**src/shared/psi_map.vh**
```
// Constants for the post status indicator: timings, pattern counts, port address, fatal code and phase classes
`ifndef PSI_MAP_VH
`define PSI_MAP_VH
`define PSI_CLK_HZ 100000000
`define PSI_TICK_MS 250
`define PSI_TICK_CYCLES ((`PSI_CLK_HZ / 1000) * `PSI_TICK_MS)
`define PSI_UPD_HALF_TICKS 5'h02
`define PSI_ERR_HALF_TICKS 5'h04
`define PSI_ERR_PAUSE_TICKS 5'h0A
`define PSI_VIDEO_BLINKS 3'h2
`define PSI_MEMORY_BLINKS 3'h3
`define PSI_THERM_FLASHES 5'h10
`define PSI_THERM_HALF_TICKS 5'h01
`define PSI_POST_PORT 16'h0080
`define PSI_UNRECOVERABLE 8'h5F
`define PSI_PAT_NONE 3'h0
`define PSI_PAT_UPDATE 3'h1
`define PSI_PAT_VIDEO 3'h2
`define PSI_PAT_MEMORY 3'h3
`define PSI_PAT_THERMAL 3'h4
`define PSI_PH_SX_ENTRY 4'h0
`define PSI_PH_SX_RESUME 4'h1
`define PSI_PH_SECURITY 4'h2
`define PSI_PH_PRE_MEM_BEFORE 4'h3
`define PSI_PH_MEM_INIT 4'h4
`define PSI_PH_PRE_MEM_AFTER 4'h5
`define PSI_PH_RECOVERY 4'h6
`define PSI_PH_DRIVER_EXEC 4'h7
`define PSI_PH_CPU_INIT 4'h8
`define PSI_PH_IO_BUS 4'h9
`define PSI_PH_BOOT_SEL 4'hA
`define PSI_PH_OUTPUT_DEV 4'hB
`define PSI_PH_INPUT_DEV 4'hC
`define PSI_PH_BOOT_MEDIA 4'hD
`define PSI_PH_RESERVED 4'hF
`endif

```
**src/hdl/psi_code_decode.v**
```verilog
// Post status indicator: progress byte to boot phase classifier
`timescale 1ns/10ps
`default_nettype none
`include "psi_map.vh"
module psi_code_decode (
   // Progress byte
   input wire [7:0] code_in,
   // Classification
   output reg [3:0] phase_out,
   output wire fatal_out
);
   assign fatal_out = (code_in == `PSI_UNRECOVERABLE);
   always @* begin
      phase_out = `PSI_PH_RESERVED;
      if (code_in <= 8'h05) begin
         phase_out = `PSI_PH_SX_ENTRY;
      end else if ((code_in[3:0] == 4'h0) && (code_in >= 8'h10) && (code_in <= 8'h40)) begin
         phase_out = `PSI_PH_SX_RESUME;
      end else if ((code_in >= 8'h08) && (code_in <= 8'h0F)) begin
         phase_out = `PSI_PH_SECURITY;
      end else if ((code_in >= 8'h11) && (code_in <= 8'h1F)) begin
         phase_out = `PSI_PH_PRE_MEM_BEFORE;
      end else if ((code_in >= 8'h21) && (code_in <= 8'h29)) begin
         phase_out = `PSI_PH_MEM_INIT;
      end else if ((code_in >= 8'h2A) && (code_in <= 8'h2F)) begin
         phase_out = `PSI_PH_PRE_MEM_AFTER;
      end else if ((code_in >= 8'h31) && (code_in <= 8'h35)) begin
         phase_out = `PSI_PH_RECOVERY;
      end else if ((code_in >= 8'h36) && (code_in <= 8'h3F)) begin
         phase_out = `PSI_PH_DRIVER_EXEC;
      end else if ((code_in >= 8'h41) && (code_in <= 8'h4F)) begin
         phase_out = `PSI_PH_CPU_INIT;
      end else if ((code_in >= 8'h50) && (code_in <= 8'h5F)) begin
         // 0x50 is above the last resume code 0x40, so it is only the first bus code
         phase_out = `PSI_PH_IO_BUS;
      end else if (code_in[7:4] == 4'h6) begin
         phase_out = `PSI_PH_BOOT_SEL;
      end else if (code_in[7:4] == 4'h7) begin
         phase_out = `PSI_PH_OUTPUT_DEV;
      end else if (code_in[7:4] == 4'h9) begin
         phase_out = `PSI_PH_INPUT_DEV;
      end else if (code_in[7:4] == 4'hB) begin
         phase_out = `PSI_PH_BOOT_MEDIA;
      end
   end
endmodule // psi_code_decode
`default_nettype wire

```
**src/hdl/psi_post_status.v**
```verilog
// Post status indicator: LED blink patterns and port 80h progress holder
`timescale 1ns/10ps
`default_nettype none
`include "psi_map.vh"
module psi_post_status #(
   parameter TICK_CYCLES = `PSI_TICK_CYCLES
) (
   // Clock and reset
   input wire clock_in,
   input wire sys_rst_in,
   // Pattern requests, one-cycle pulses, and slot pin levels
   input wire req_update_in,
   input wire update_done_in,
   input wire req_video_in,
   input wire gfx_card_needed_in,
   input wire gfx_card_present_in,
   input wire req_memory_in,
   input wire req_thermal_in,
   // I/O write port
   input wire io_wr_in,
   input wire [15:0] io_addr_in,
   input wire [7:0] io_data_in,
   input wire halt_in,
   // LED and display
   output reg led_out,
   output reg [7:0] post_code_out,
   output reg [3:0] post_phase_out,
   output reg post_fatal_out,
   output reg halted_out,
   output wire [2:0] pattern_out
);
   localparam ST_IDLE = 3'h0;
   localparam ST_UPD_OFF = 3'h1;
   localparam ST_ON = 3'h2;
   localparam ST_OFF = 3'h3;
   localparam ST_PAUSE = 3'h4;

   reg [2:0] state;
   reg [2:0] pattern;
   reg [31:0] tick_cnt;
   reg [4:0] phase_ticks;
   reg [4:0] blinks;
   wire tick;
   wire [3:0] dec_phase;
   wire dec_fatal;
   wire video_ok;
   wire any_req;
   reg [2:0] next_pattern;
   reg [4:0] half;
   reg [4:0] blink_limit;
   wire [1:0] pin_raw;
   wire [1:0] pin_level;
   wire gfx_needed;
   wire gfx_present;

   // Free-running so patterns stay phase-locked to one timebase
   assign tick = (tick_cnt == (TICK_CYCLES - 1));
   always @(posedge clock_in) begin
      if (sys_rst_in) begin
         tick_cnt <= 32'h00000000;
      end else if (tick) begin
         tick_cnt <= 32'h00000000;
      end else begin
         tick_cnt <= tick_cnt + 32'h00000001;
      end
   end

   // Slot strap and presence detect are board pins, not logic on this clock.
   // A level counts once the second and third flops agree, so one-cycle glitches never start a pattern.
   assign pin_raw = {gfx_card_present_in, gfx_card_needed_in};
   genvar pin_idx;
   generate
      for (pin_idx = 0; pin_idx < 2; pin_idx = pin_idx + 1) begin : g_pin_sync
         reg meta;
         reg mid;
         reg late;
         reg level;
         always @(posedge clock_in) begin
            if (sys_rst_in) begin
               meta <= 1'b0;
               mid <= 1'b0;
               late <= 1'b0;
               level <= 1'b0;
            end else begin
               meta <= pin_raw[pin_idx];
               mid <= meta;
               late <= mid;
               if (mid == late) begin
                  level <= late;
               end
            end
         end
         assign pin_level[pin_idx] = level;
      end
   endgenerate
   assign gfx_needed = pin_level[0];
   assign gfx_present = pin_level[1];

   assign video_ok = req_video_in && gfx_needed && !gfx_present;
   assign any_req = req_update_in || video_ok || req_memory_in || req_thermal_in;
   assign pattern_out = pattern;

   // Priority among simultaneous requests: thermal, memory, video, update
   always @* begin
      next_pattern = `PSI_PAT_UPDATE;
      if (req_thermal_in) begin
         next_pattern = `PSI_PAT_THERMAL;
      end else if (req_memory_in) begin
         next_pattern = `PSI_PAT_MEMORY;
      end else if (video_ok) begin
         next_pattern = `PSI_PAT_VIDEO;
      end
   end

   always @* begin
      half = `PSI_ERR_HALF_TICKS;
      blink_limit = {2'h0, `PSI_MEMORY_BLINKS};
      case (pattern)
         `PSI_PAT_UPDATE: begin
            half = `PSI_UPD_HALF_TICKS;
            blink_limit = 5'h00;
         end
         `PSI_PAT_VIDEO: begin
            blink_limit = {2'h0, `PSI_VIDEO_BLINKS};
         end
         `PSI_PAT_MEMORY: begin
            blink_limit = {2'h0, `PSI_MEMORY_BLINKS};
         end
         `PSI_PAT_THERMAL: begin
            half = `PSI_THERM_HALF_TICKS;
            blink_limit = `PSI_THERM_FLASHES;
         end
         default: begin
            half = `PSI_ERR_HALF_TICKS;
         end
      endcase
   end

   always @(posedge clock_in) begin
      if (sys_rst_in) begin
         state <= ST_IDLE;
         pattern <= `PSI_PAT_NONE;
         phase_ticks <= 5'h00;
         blinks <= 5'h00;
         led_out <= 1'b0;
      end else if (any_req) begin
         // Restart from the first phase; partial tick counts as part of it
         pattern <= next_pattern;
         phase_ticks <= 5'h00;
         blinks <= 5'h00;
         if (next_pattern == `PSI_PAT_UPDATE) begin
            state <= ST_UPD_OFF;
            led_out <= 1'b0;
         end else begin
            state <= ST_ON;
            led_out <= 1'b1;
         end
      end else if ((pattern == `PSI_PAT_UPDATE) && update_done_in) begin
         state <= ST_IDLE;
         pattern <= `PSI_PAT_NONE;
         led_out <= 1'b0;
      end else if (tick) begin
         case (state)
            ST_UPD_OFF: begin
               if (phase_ticks == half - 5'h01) begin
                  state <= ST_ON;
                  phase_ticks <= 5'h00;
                  led_out <= 1'b1;
               end else begin
                  phase_ticks <= phase_ticks + 5'h01;
               end
            end
            ST_ON: begin
               if (phase_ticks == half - 5'h01) begin
                  state <= ST_OFF;
                  phase_ticks <= 5'h00;
                  led_out <= 1'b0;
                  blinks <= blinks + 5'h01;
               end else begin
                  phase_ticks <= phase_ticks + 5'h01;
               end
            end
            ST_OFF: begin
               if (phase_ticks == half - 5'h01) begin
                  phase_ticks <= 5'h00;
                  if (pattern == `PSI_PAT_UPDATE) begin
                     state <= ST_ON;
                     led_out <= 1'b1;
                  end else if (blinks != blink_limit) begin
                     state <= ST_ON;
                     led_out <= 1'b1;
                  end else if (pattern == `PSI_PAT_THERMAL) begin
                     state <= ST_IDLE;
                     pattern <= `PSI_PAT_NONE;
                  end else begin
                     state <= ST_PAUSE;
                  end
               end else begin
                  phase_ticks <= phase_ticks + 5'h01;
               end
            end
            ST_PAUSE: begin
               if (phase_ticks == `PSI_ERR_PAUSE_TICKS - 5'h01) begin
                  // Video and memory patterns loop until reset or a new request
                  state <= ST_ON;
                  phase_ticks <= 5'h00;
                  blinks <= 5'h00;
                  led_out <= 1'b1;
               end else begin
                  phase_ticks <= phase_ticks + 5'h01;
               end
            end
            default: begin
               state <= ST_IDLE;
               led_out <= 1'b0;
            end
         endcase
      end
   end

   psi_code_decode u_decode (
      .code_in(io_data_in),
      .phase_out(dec_phase),
      .fatal_out(dec_fatal)
   );

   always @(posedge clock_in) begin
      if (sys_rst_in) begin
         post_code_out <= 8'h00;
         post_phase_out <= `PSI_PH_SX_ENTRY;
         post_fatal_out <= 1'b0;
         halted_out <= 1'b0;
      end else begin
         if (halt_in) begin
            halted_out <= 1'b1;
         end
         // A write in the halt cycle itself still lands; later ones do not
         if (io_wr_in && (io_addr_in == `PSI_POST_PORT) && !halted_out) begin
            post_code_out <= io_data_in;
            post_phase_out <= dec_phase;
            post_fatal_out <= dec_fatal;
         end
      end
   end
endmodule // psi_post_status
`default_nettype wire

```
**config.mk**
```make
export PLATFORM = sky130hd
export DESIGN_NAME = psi_post_status
export DESIGN_NICKNAME = d
export VERILOG_FILES = /design/src/hdl/psi_code_decode.v /design/src/hdl/psi_post_status.v
export VERILOG_INCLUDE_DIRS = /design/src /design/src/shared
export SDC_FILE = /design/constraint.sdc
export NUM_CORES = 1
export LEC_CHECK = 0
export BUFFER_PORTS_ARGS = -buffer_cell sky130_fd_sc_hd__buf_4
export CAP_MARGIN = 20
export CORE_MARGIN = 4
export CORE_UTILIZATION = 57
export CTS_CLUSTER_DIAMETER = 30
export DETAILED_ROUTE_END_ITERATION = 10
export PLACE_DENSITY = 0.8
export SLEW_MARGIN = 20
export SYNTH_ARGS = -nofsm -noshare
export SYNTH_HDL_FRONTEND = slang
export SYNTH_SLANG_ARGS = --single-unit
export TNS_END_PERCENT = 1
```
**constraint.sdc**
```tcl
create_clock -name clock_in -period 3.1 [get_ports clock_in]
set_clock_uncertainty 0.15 [all_clocks]
set_input_delay 0 -clock clock_in [delete_from_list [all_inputs] [get_ports clock_in]]
set_output_delay 0 -clock clock_in [all_outputs]
set_load 0.02 [all_outputs]
```
Word level (Yosys, flattened, before mapping)
Cells that the tools add are included.
{"block": "totals", "elab_cells": 162, "output_inout_bits": 18, "input_bits": 35, "regBits": 71}
{"block": "op_classes", "reduce_logical": 35, "muxes": 56, "addsub": 4, "n_eq_ne": 29, "bitwise_logic": 1, "n_lt_le_gt_ge": 19}
{"operator": "2-to-1 mux 3 bit", "count": 19}
{"operator": "2-to-1 mux 4 bit", "count": 13}
{"operator": "adder 32 x 1 -> 32 bit, second input constant", "count": 1}
{"operator": "equality test 32 x 25 -> 1 bit, second input constant", "count": 1}
{"operator": "greater-or-equal comparator 8 x 6 -> 1 bit, second input constant", "count": 4}
{"operator": "less-or-equal comparator 8 x 6 -> 1 bit, second input constant", "count": 4}
{"operator": "less-or-equal comparator 8 x 7 -> 1 bit, second input constant", "count": 3}
{"operator": "2-to-1 mux 5 bit", "count": 4}
{"operator": "case mux 5 bit (2 select lines)", "count": 2}
{"operator": "equality test 16 x 8 -> 1 bit, second input constant", "count": 1}
{"operator": "greater-or-equal comparator 8 x 5 -> 1 bit, second input constant", "count": 2}
{"operator": "greater-or-equal comparator 8 x 7 -> 1 bit, second input constant", "count": 2}
{"operator": "!= test 4 bit, second input constant", "count": 4}
{"operator": "logical AND 1 bit", "count": 15}
{"operator": "case mux 5 bit (3 select lines)", "count": 1}
{"operator": "case mux 3 bit (4 select lines)", "count": 1}
{"operator": "AND reduction 6 bit", "count": 2}
{"operator": "nonzero test 3 bit", "count": 4}
{"operator": "adder 5 x 1 -> 5 bit, second input constant", "count": 2}
{"operator": "2-to-1 mux 1 bit", "count": 10}
{"operator": "AND reduction 5 bit", "count": 2}
{"operator": "equality test 3 x 1 -> 1 bit, second input constant", "count": 3}
{"operator": "equality test 3 x 2 -> 1 bit, second input constant", "count": 3}
{"operator": "equality test 4 x 3 -> 1 bit, second input constant", "count": 2}
{"operator": "27 further kinds", "count": 39}

Longest topological paths before layout
{"block": "depth", "ltp_word": 15, "mapped_depth": 10, "ltp_nobuf": 9}

Cells and area by module
From an unflattened synthesis, not the netlist that was laid out.
{"block": "hier_totals", "hier_cells": 412, "area_unflattened_um2": 3522.1}
{"mod": "psi_post_status", "cells_each": 378, "area_per_inst_um2": 3318.2, "n_inst": 1, "seq_area_each_um2": 1421.4}
{"mod": "psi_code_decode", "cells_each": 34, "area_per_inst_um2": 203.9, "n_inst": 1, "seq_area_each_um2": 0.0}

Least setup slack after synthesis
OpenSTA, ideal clock, no wires.
{"block": "synth_timing", "path_type": "flip-flop to flip-flop", "start": "reg pattern[2], in the netlist pattern_out[2]", "end": "reg led_out", "synth_period_minus_slack_ns": 2.988, "t_arrival_ns": 2.752, "stages_incl_launch_ff": 11, "path_buffers": 1, "setup_slack_ns": 0.112, "cell_sequence": "dfxtp_1 clkbuf_1 nor3b_1 inv_1 ha_1 nor4b_2 xnor2_1 o21a_1 nor3_4 mux2_2 a211oi_1"}
{"block": "synth_via", "elab_chain_cells": 7, "word_cells_on_any_way": 22, "cone_classes": "add/sub (1); eq/ne (10); mux (8); reduce/logical (3)"}
{"item": "start, declared", "line": "psi_post_status.v:39", "text": "reg [2:0] pattern;"}
{"item": "start signal, assigned", "line": "psi_post_status.v:142", "text": "pattern <= `PSI_PAT_NONE;"}
{"item": "start signal, assigned", "line": "psi_post_status.v:148", "text": "pattern <= next_pattern;"}
{"item": "start signal, assigned", "line": "psi_post_status.v:160", "text": "pattern <= `PSI_PAT_NONE;"}
{"item": "branches (longest 7 deep; another with subtractor 5 x 1 -> 5 bit)"}
{"item": "end signal, assigned", "line": "psi_post_status.v:145", "text": "led_out <= 1'b0;"}
{"item": "end signal, assigned", "line": "psi_post_status.v:161", "text": "led_out <= 1'b0;"}
{"item": "end signal, assigned", "line": "psi_post_status.v:168", "text": "led_out <= 1'b1;"}
{"item": "end, declared", "line": "psi_post_status.v:25", "text": "output reg led_out,"}
Parallel ways; which one is timed is not known. The select of a mux whose other input is x is not followed.
A chain may end at the register's enable or synchronous reset.

Final worst setup path
{"block": "layout_timing", "start": "reg pattern[0], in the netlist pattern_out[0]", "end": "reg pattern[2], in the netlist pattern_out[2]"}
{"block": "layout_via", "elab_chain_cells": 6, "word_cells_on_any_way": 18, "cone_classes": "add/sub (1); eq/ne (7); mux (4); reduce/logical (6)"}
{"item": "equality test 3 bit or equality test 3 x 1 -> 1 bit (tied branches)", "line": "psi_post_status.v:118", "text": "case (pattern)"}
{"item": "case mux 3 bit (2 select lines)", "line": "psi_post_status.v:118"}
{"item": "subtractor 5 x 1 -> 5 bit", "line": "psi_post_status.v:184", "text": "if (phase_ticks == half - 5'h01) begin"}
{"item": "equality test 5 bit", "line": "psi_post_status.v:184"}
{"item": "nonzero test 3 bit (no source line)"}
{"item": "AND reduction 6 bit (no source line)"}
Several ways; a longest one is shown, not always the timed one.

==> results.md <==
- Run status: finished clean
- Via count of the first global-routing pass: 3349
- Net count after synthesis: 494
- Worst min path class: primary input to flop
- Clock slew seen by the registers of the worst setup and hold paths: 0.08 ns
- Die Footprint: 7740 µm²
- Cell count of the worst reg-to-reg path: 9
- Final hold violations: 0
- Nature of the critical path endpoint: flop
- Placed Area: 4060 µm²
- Final-layout setup total negative slack: 0 ns
- Final Net Count: 565
- Buf/Inv on CP: 2
- Fraction of synthesized cell area taken by the top area cell type: 0.390
- Total wirelength of the detailed-routed design: 9220 µm
- Initial antenna violation count: 0
- Maximum clock frequency: 339 MHz
- Root cell of the clock tree: sky130_fd_sc_hd__clkbuf_8
- Fraction of the cycle the final worst path needs: 0.951
- Worst hold endpoint: pattern_out[1]
- Fraction of layout instances using a drive strength above 1: 0.155
- Inserted Diodes: 0
- Via density per instance: 5.83
- Antenna violation net count after detailed routing: 0
- Hold Path Origin: req_video_in
- Met1 usage in global routing: 0.303
- Flop and latch count out of synthesis: 71
- Met2 track utilization from global routing: 0.426
- Category of the critical setup timing path: flop to flop
- Comb pwr share: 0.088
- Number of buffers on the longest clock path: 2
- Maximum ir drop on the vdd rail: 456 µV
- R2R Path Start: pattern_out[0]
- Reg2reg setup slack: 0.15 ns
- Total half-perimeter wirelength after legalization and detailed placement: 6060 µm
- Core ar.: 6060 µm²
- Average cell area after synthesis: 8.03 µm²
- Worst-path cell with the longest stage delay: sky130_fd_sc_hd__dlygate4sd3_1
- DRC violations left: 0
- Ordered cell list for the critical path: nor3b_1, inv_1, ha_1, xor2_1, nand3b_1, nor3_1, nand3_1, a32o_1, dlygate4sd3_1
- Cells after Synth: 454
- Worst slew margin relative to its limit: 0.480
- Number of synthesized flops with an enable pin: 0
- Power density of the placed cells: 422 nW/µm²
- Maximum number of pins on one net before global-route repair: 32
- Row count: 28
- Cell-internal power: 0.00146 W
- Async set-or-reset flop fraction in the synthesized netlist: 0
- Share of power burned in the clock network: 0.426
- Synthesis warning total: 0
- Delay-heaviest family, CP: simple AND/OR/NAND/NOR gates
- DRC marker count from the first detailed-route iteration: 288
- Finish-stage setup viols: 0
- Crit path time final: 2.95 ns
- DIE WIDTH: 88.0 µm
- Sum of overflow across all layers after global routing: 0
- First-pass GRT wire length: 15400 µm
- Finished Cell Area: 4570 µm²
- Arr. time, crit path: 3.03 ns
- Clock buffers created by TritonCTS: 9
- Library cell occupying the most area in the post-synthesis netlist: sky130_fd_sc_hd__dfxtp_1
- Sequential-to-total area share from yosys stat: 0.390
- Met3 GRT Util: 0.0611
- Number of cells traversed by the worst hold path: 3
- Number of maximum-capacitance constraint violations: 0
- Kind of launch point of the worst setup path: flop
- Placer congestion estimate: 0.875
- Slowest stage delay, CP: 0.55 ns
- Highest-utilization routing layer at the global route stage: met2
- CTS Sinks: 71
- Worst-Skew Late Latency: 0.35 ns
- Growth of design area from synthesis to finish: 25.2%
- H-Tree Level Count: 3
- Overall via count from detail_route: 3526
- Worst endpoint required time: 3.19 ns
- Final Slew Violations: 0
- Quantity of I/O buffers inserted on ports: 52
- Reg2reg end: pattern_out[2]
- Post-synth top flop: sky130_fd_sc_hd__dfxtp_1
- Cell area after synthesis: 3650 µm²
- Switching component of the power: 0.000466 W
- DR WL/cell: 15.2 µm
- Effective utilization at floorplan: 0.602
- Worst hold margin: 0.0832 ns
- Maximum net fanout on the critical path: 11
- Io pins: 53
- Combined global-route utilization of all metal layers: 0.249
- Overall die height: 88.0 µm
- TritonCTS clock tree: built
- Proportion of power drawn by flip-flops and latches: 0.487
- Router iterations before antenna repair: 7
- RSZ-0062 raised after global routing: no
- Number of distinct library cells after synthesis: 56
- Launch point of the worst path: pattern_out[0]
- Reported leakage power: 1.69 nW
- Pin slew with the least headroom to its limit: 0.773 ns
- Dominant cells by area after synthesis: sky130_fd_sc_hd__dfxtp_1 39%, sky130_fd_sc_hd__nor2_1 5.6%, sky130_fd_sc_hd__xor2_1 5.3%
- Switching Fraction: 0.242
-- synthesized netlist by cell type (2+ instances only) --
library cell	count
sky130_fd_sc_hd__a211oi_1	3
sky130_fd_sc_hd__a21oi_1	25
sky130_fd_sc_hd__a31oi_1	3
sky130_fd_sc_hd__and2_1	6
sky130_fd_sc_hd__and3_1	4
sky130_fd_sc_hd__and4_1	2
sky130_fd_sc_hd__buf_1	2
sky130_fd_sc_hd__clkbuf_1	21
sky130_fd_sc_hd__dfxtp_1	71
sky130_fd_sc_hd__ha_1	5
sky130_fd_sc_hd__inv_1	12
sky130_fd_sc_hd__nand2_1	49
sky130_fd_sc_hd__nand2b_1	6
sky130_fd_sc_hd__nand3_1	25
sky130_fd_sc_hd__nand3b_1	3
sky130_fd_sc_hd__nand4_1	20
sky130_fd_sc_hd__nand4bb_1	2
sky130_fd_sc_hd__nor2_1	54
sky130_fd_sc_hd__nor2b_1	12
sky130_fd_sc_hd__nor3_1	12
sky130_fd_sc_hd__nor3b_1	2
sky130_fd_sc_hd__nor4_1	13
sky130_fd_sc_hd__nor4b_1	3
sky130_fd_sc_hd__o211ai_1	5
sky130_fd_sc_hd__o21a_1	2
sky130_fd_sc_hd__o21ai_0	9
sky130_fd_sc_hd__o21ai_1	8
sky130_fd_sc_hd__o22ai_1	2
sky130_fd_sc_hd__o311ai_0	2
sky130_fd_sc_hd__o311ai_1	2
sky130_fd_sc_hd__o31ai_1	4
sky130_fd_sc_hd__o41ai_1	2
sky130_fd_sc_hd__or3_1	7
sky130_fd_sc_hd__or4_1	3
sky130_fd_sc_hd__xnor2_1	11
sky130_fd_sc_hd__xor2_1	22
-- power groups by stage --
stage               clock network, W  registers [W]   logic, W
finish                      0.000820       0.000938   0.000169
global route                0.000872       0.000940   0.000184
CTS                         0.000828       0.000938   0.000165
detailed placement                 0       0.000959   0.000143
global placement                   0       0.000958   0.000139
floorplan                          0       0.000957  0.0000838
-- stage by stage --
| step | util | total power [W] | cells | setup slack (ns) |
|---|---|---|---|---|
| floorplan | - | 0.00104 | 454 | 0.112 |
| global placement | 0.671 | 0.00110 | 561 | 0.460 |
| detailed placement | 0.671 | 0.00110 | 561 | 0.309 |
| CTS | 0.753 | 0.00193 | 605 | 0.130 |
| global route | 0.754 | 0.00200 | 605 | 0.00611 |
| finish | 0.754 | 0.00193 | 605 | 0.152 |
-- worst max path at each step --
stage,endpoint,slack [ns],depth (start not counted)
floorplan,led_out,0.11,10
global placement,led_out,0.46,9
detailed placement,led_out,0.31,9
CTS,pattern_out[2],0.13,9
global route,pattern_out[2],0.006,9
finish,pattern_out[2],0.15,9
-- logic make-up (layout without fill, tap and decap cells) --
kind of cell	count (synthesis)	in the layout	synth area share
buf+inv	36	112	0.0391
compound gates	74	74	0.128
fa+ha+maj	6	6	0.0199
flops	71	71	0.390
simple gates	232	232	0.339
mux	2	2	0.00583
xor+xnor	33	33	0.0792
-- sequential cells by signal, summed over array words and instances (netlist names) --
register and cells:
tick_cnt 32, g_pin_sync.level 2, post_phase_out 4, phase_ticks 5, post_fatal_out 1, g_pin_sync.meta 2
led_out 1, halted_out 1, pattern_out 3, state 3, post_code_out 8, blinks 5
g_pin_sync.late 2, g_pin_sync.mid 2
-- metal layers --
layer,wire (µm),up-vias,share of wire
met5,0,-,0
met4,207,0,0.022
met3,501,26,0.054
met2,4600,119,0.50
met1,3910,1625,0.42
li1,-,1756,-
-- worst reg2reg max path: stages (launching register included) --
cell and delay, ns:
sky130_fd_sc_hd__dfxtp_1 0.42, sky130_fd_sc_hd__nor3b_1 0.35, sky130_fd_sc_hd__inv_1 0.08, sky130_fd_sc_hd__ha_1 0.29, sky130_fd_sc_hd__xor2_1 0.16, sky130_fd_sc_hd__nand3b_1 0.16
sky130_fd_sc_hd__nor3_1 0.22, sky130_fd_sc_hd__nand3_1 0.13, sky130_fd_sc_hd__a32o_1 0.33, sky130_fd_sc_hd__dlygate4sd3_1 0.55
-- repair_timing --
action / CTS / global route
endpoints found under the setup margin: 0 / 1
hold buffers: 28 / 0
buffers inserted: 0 / 0
hold endpoints to repair: 35 / 0
resized for setup: 0 / 1
-- final cells by class --
class	instances	area [µm²]
Sequential cell	71	1420
Clock buffer	9	124
Inverter	12	45.0
Clock inverter	7	97.6
Fill cell	440	1490
Tap cell	75	93.8
Timing Repair Buffer	84	701
Multi-Input combinational cell	347	2080
-- cells in the final DEF (no fill, tap or decap), types with 4 or more instances in the layout --
cell / synthesis / layout
sky130_fd_sc_hd__nand2b_1: 6 / 6
sky130_fd_sc_hd__and3_1: 4 / 4
sky130_fd_sc_hd__o21ai_1: 8 / 8
sky130_fd_sc_hd__nor2_1: 54 / 54
sky130_fd_sc_hd__nand4_1: 20 / 20
sky130_fd_sc_hd__o211ai_1: 5 / 5
sky130_fd_sc_hd__o21ai_0: 9 / 9
sky130_fd_sc_hd__nand2_1: 49 / 49
sky130_fd_sc_hd__clkbuf_8: 0 / 9
sky130_fd_sc_hd__nor4_1: 13 / 13
sky130_fd_sc_hd__inv_1: 12 / 12
sky130_fd_sc_hd__buf_4: 0 / 56
sky130_fd_sc_hd__a21oi_1: 25 / 25
sky130_fd_sc_hd__or3_1: 7 / 7
sky130_fd_sc_hd__and2_1: 6 / 6
sky130_fd_sc_hd__ha_1: 5 / 5
sky130_fd_sc_hd__xor2_1: 22 / 22
sky130_fd_sc_hd__nand3_1: 25 / 25
sky130_fd_sc_hd__o31ai_1: 4 / 4
sky130_fd_sc_hd__dlygate4sd3_1: 0 / 28
sky130_fd_sc_hd__nor3_1: 12 / 12
sky130_fd_sc_hd__nor2b_1: 12 / 12
sky130_fd_sc_hd__dfxtp_1: 71 / 70
sky130_fd_sc_hd__xnor2_1: 11 / 11
Note: power is estimated with default switching activity, not from simulation.
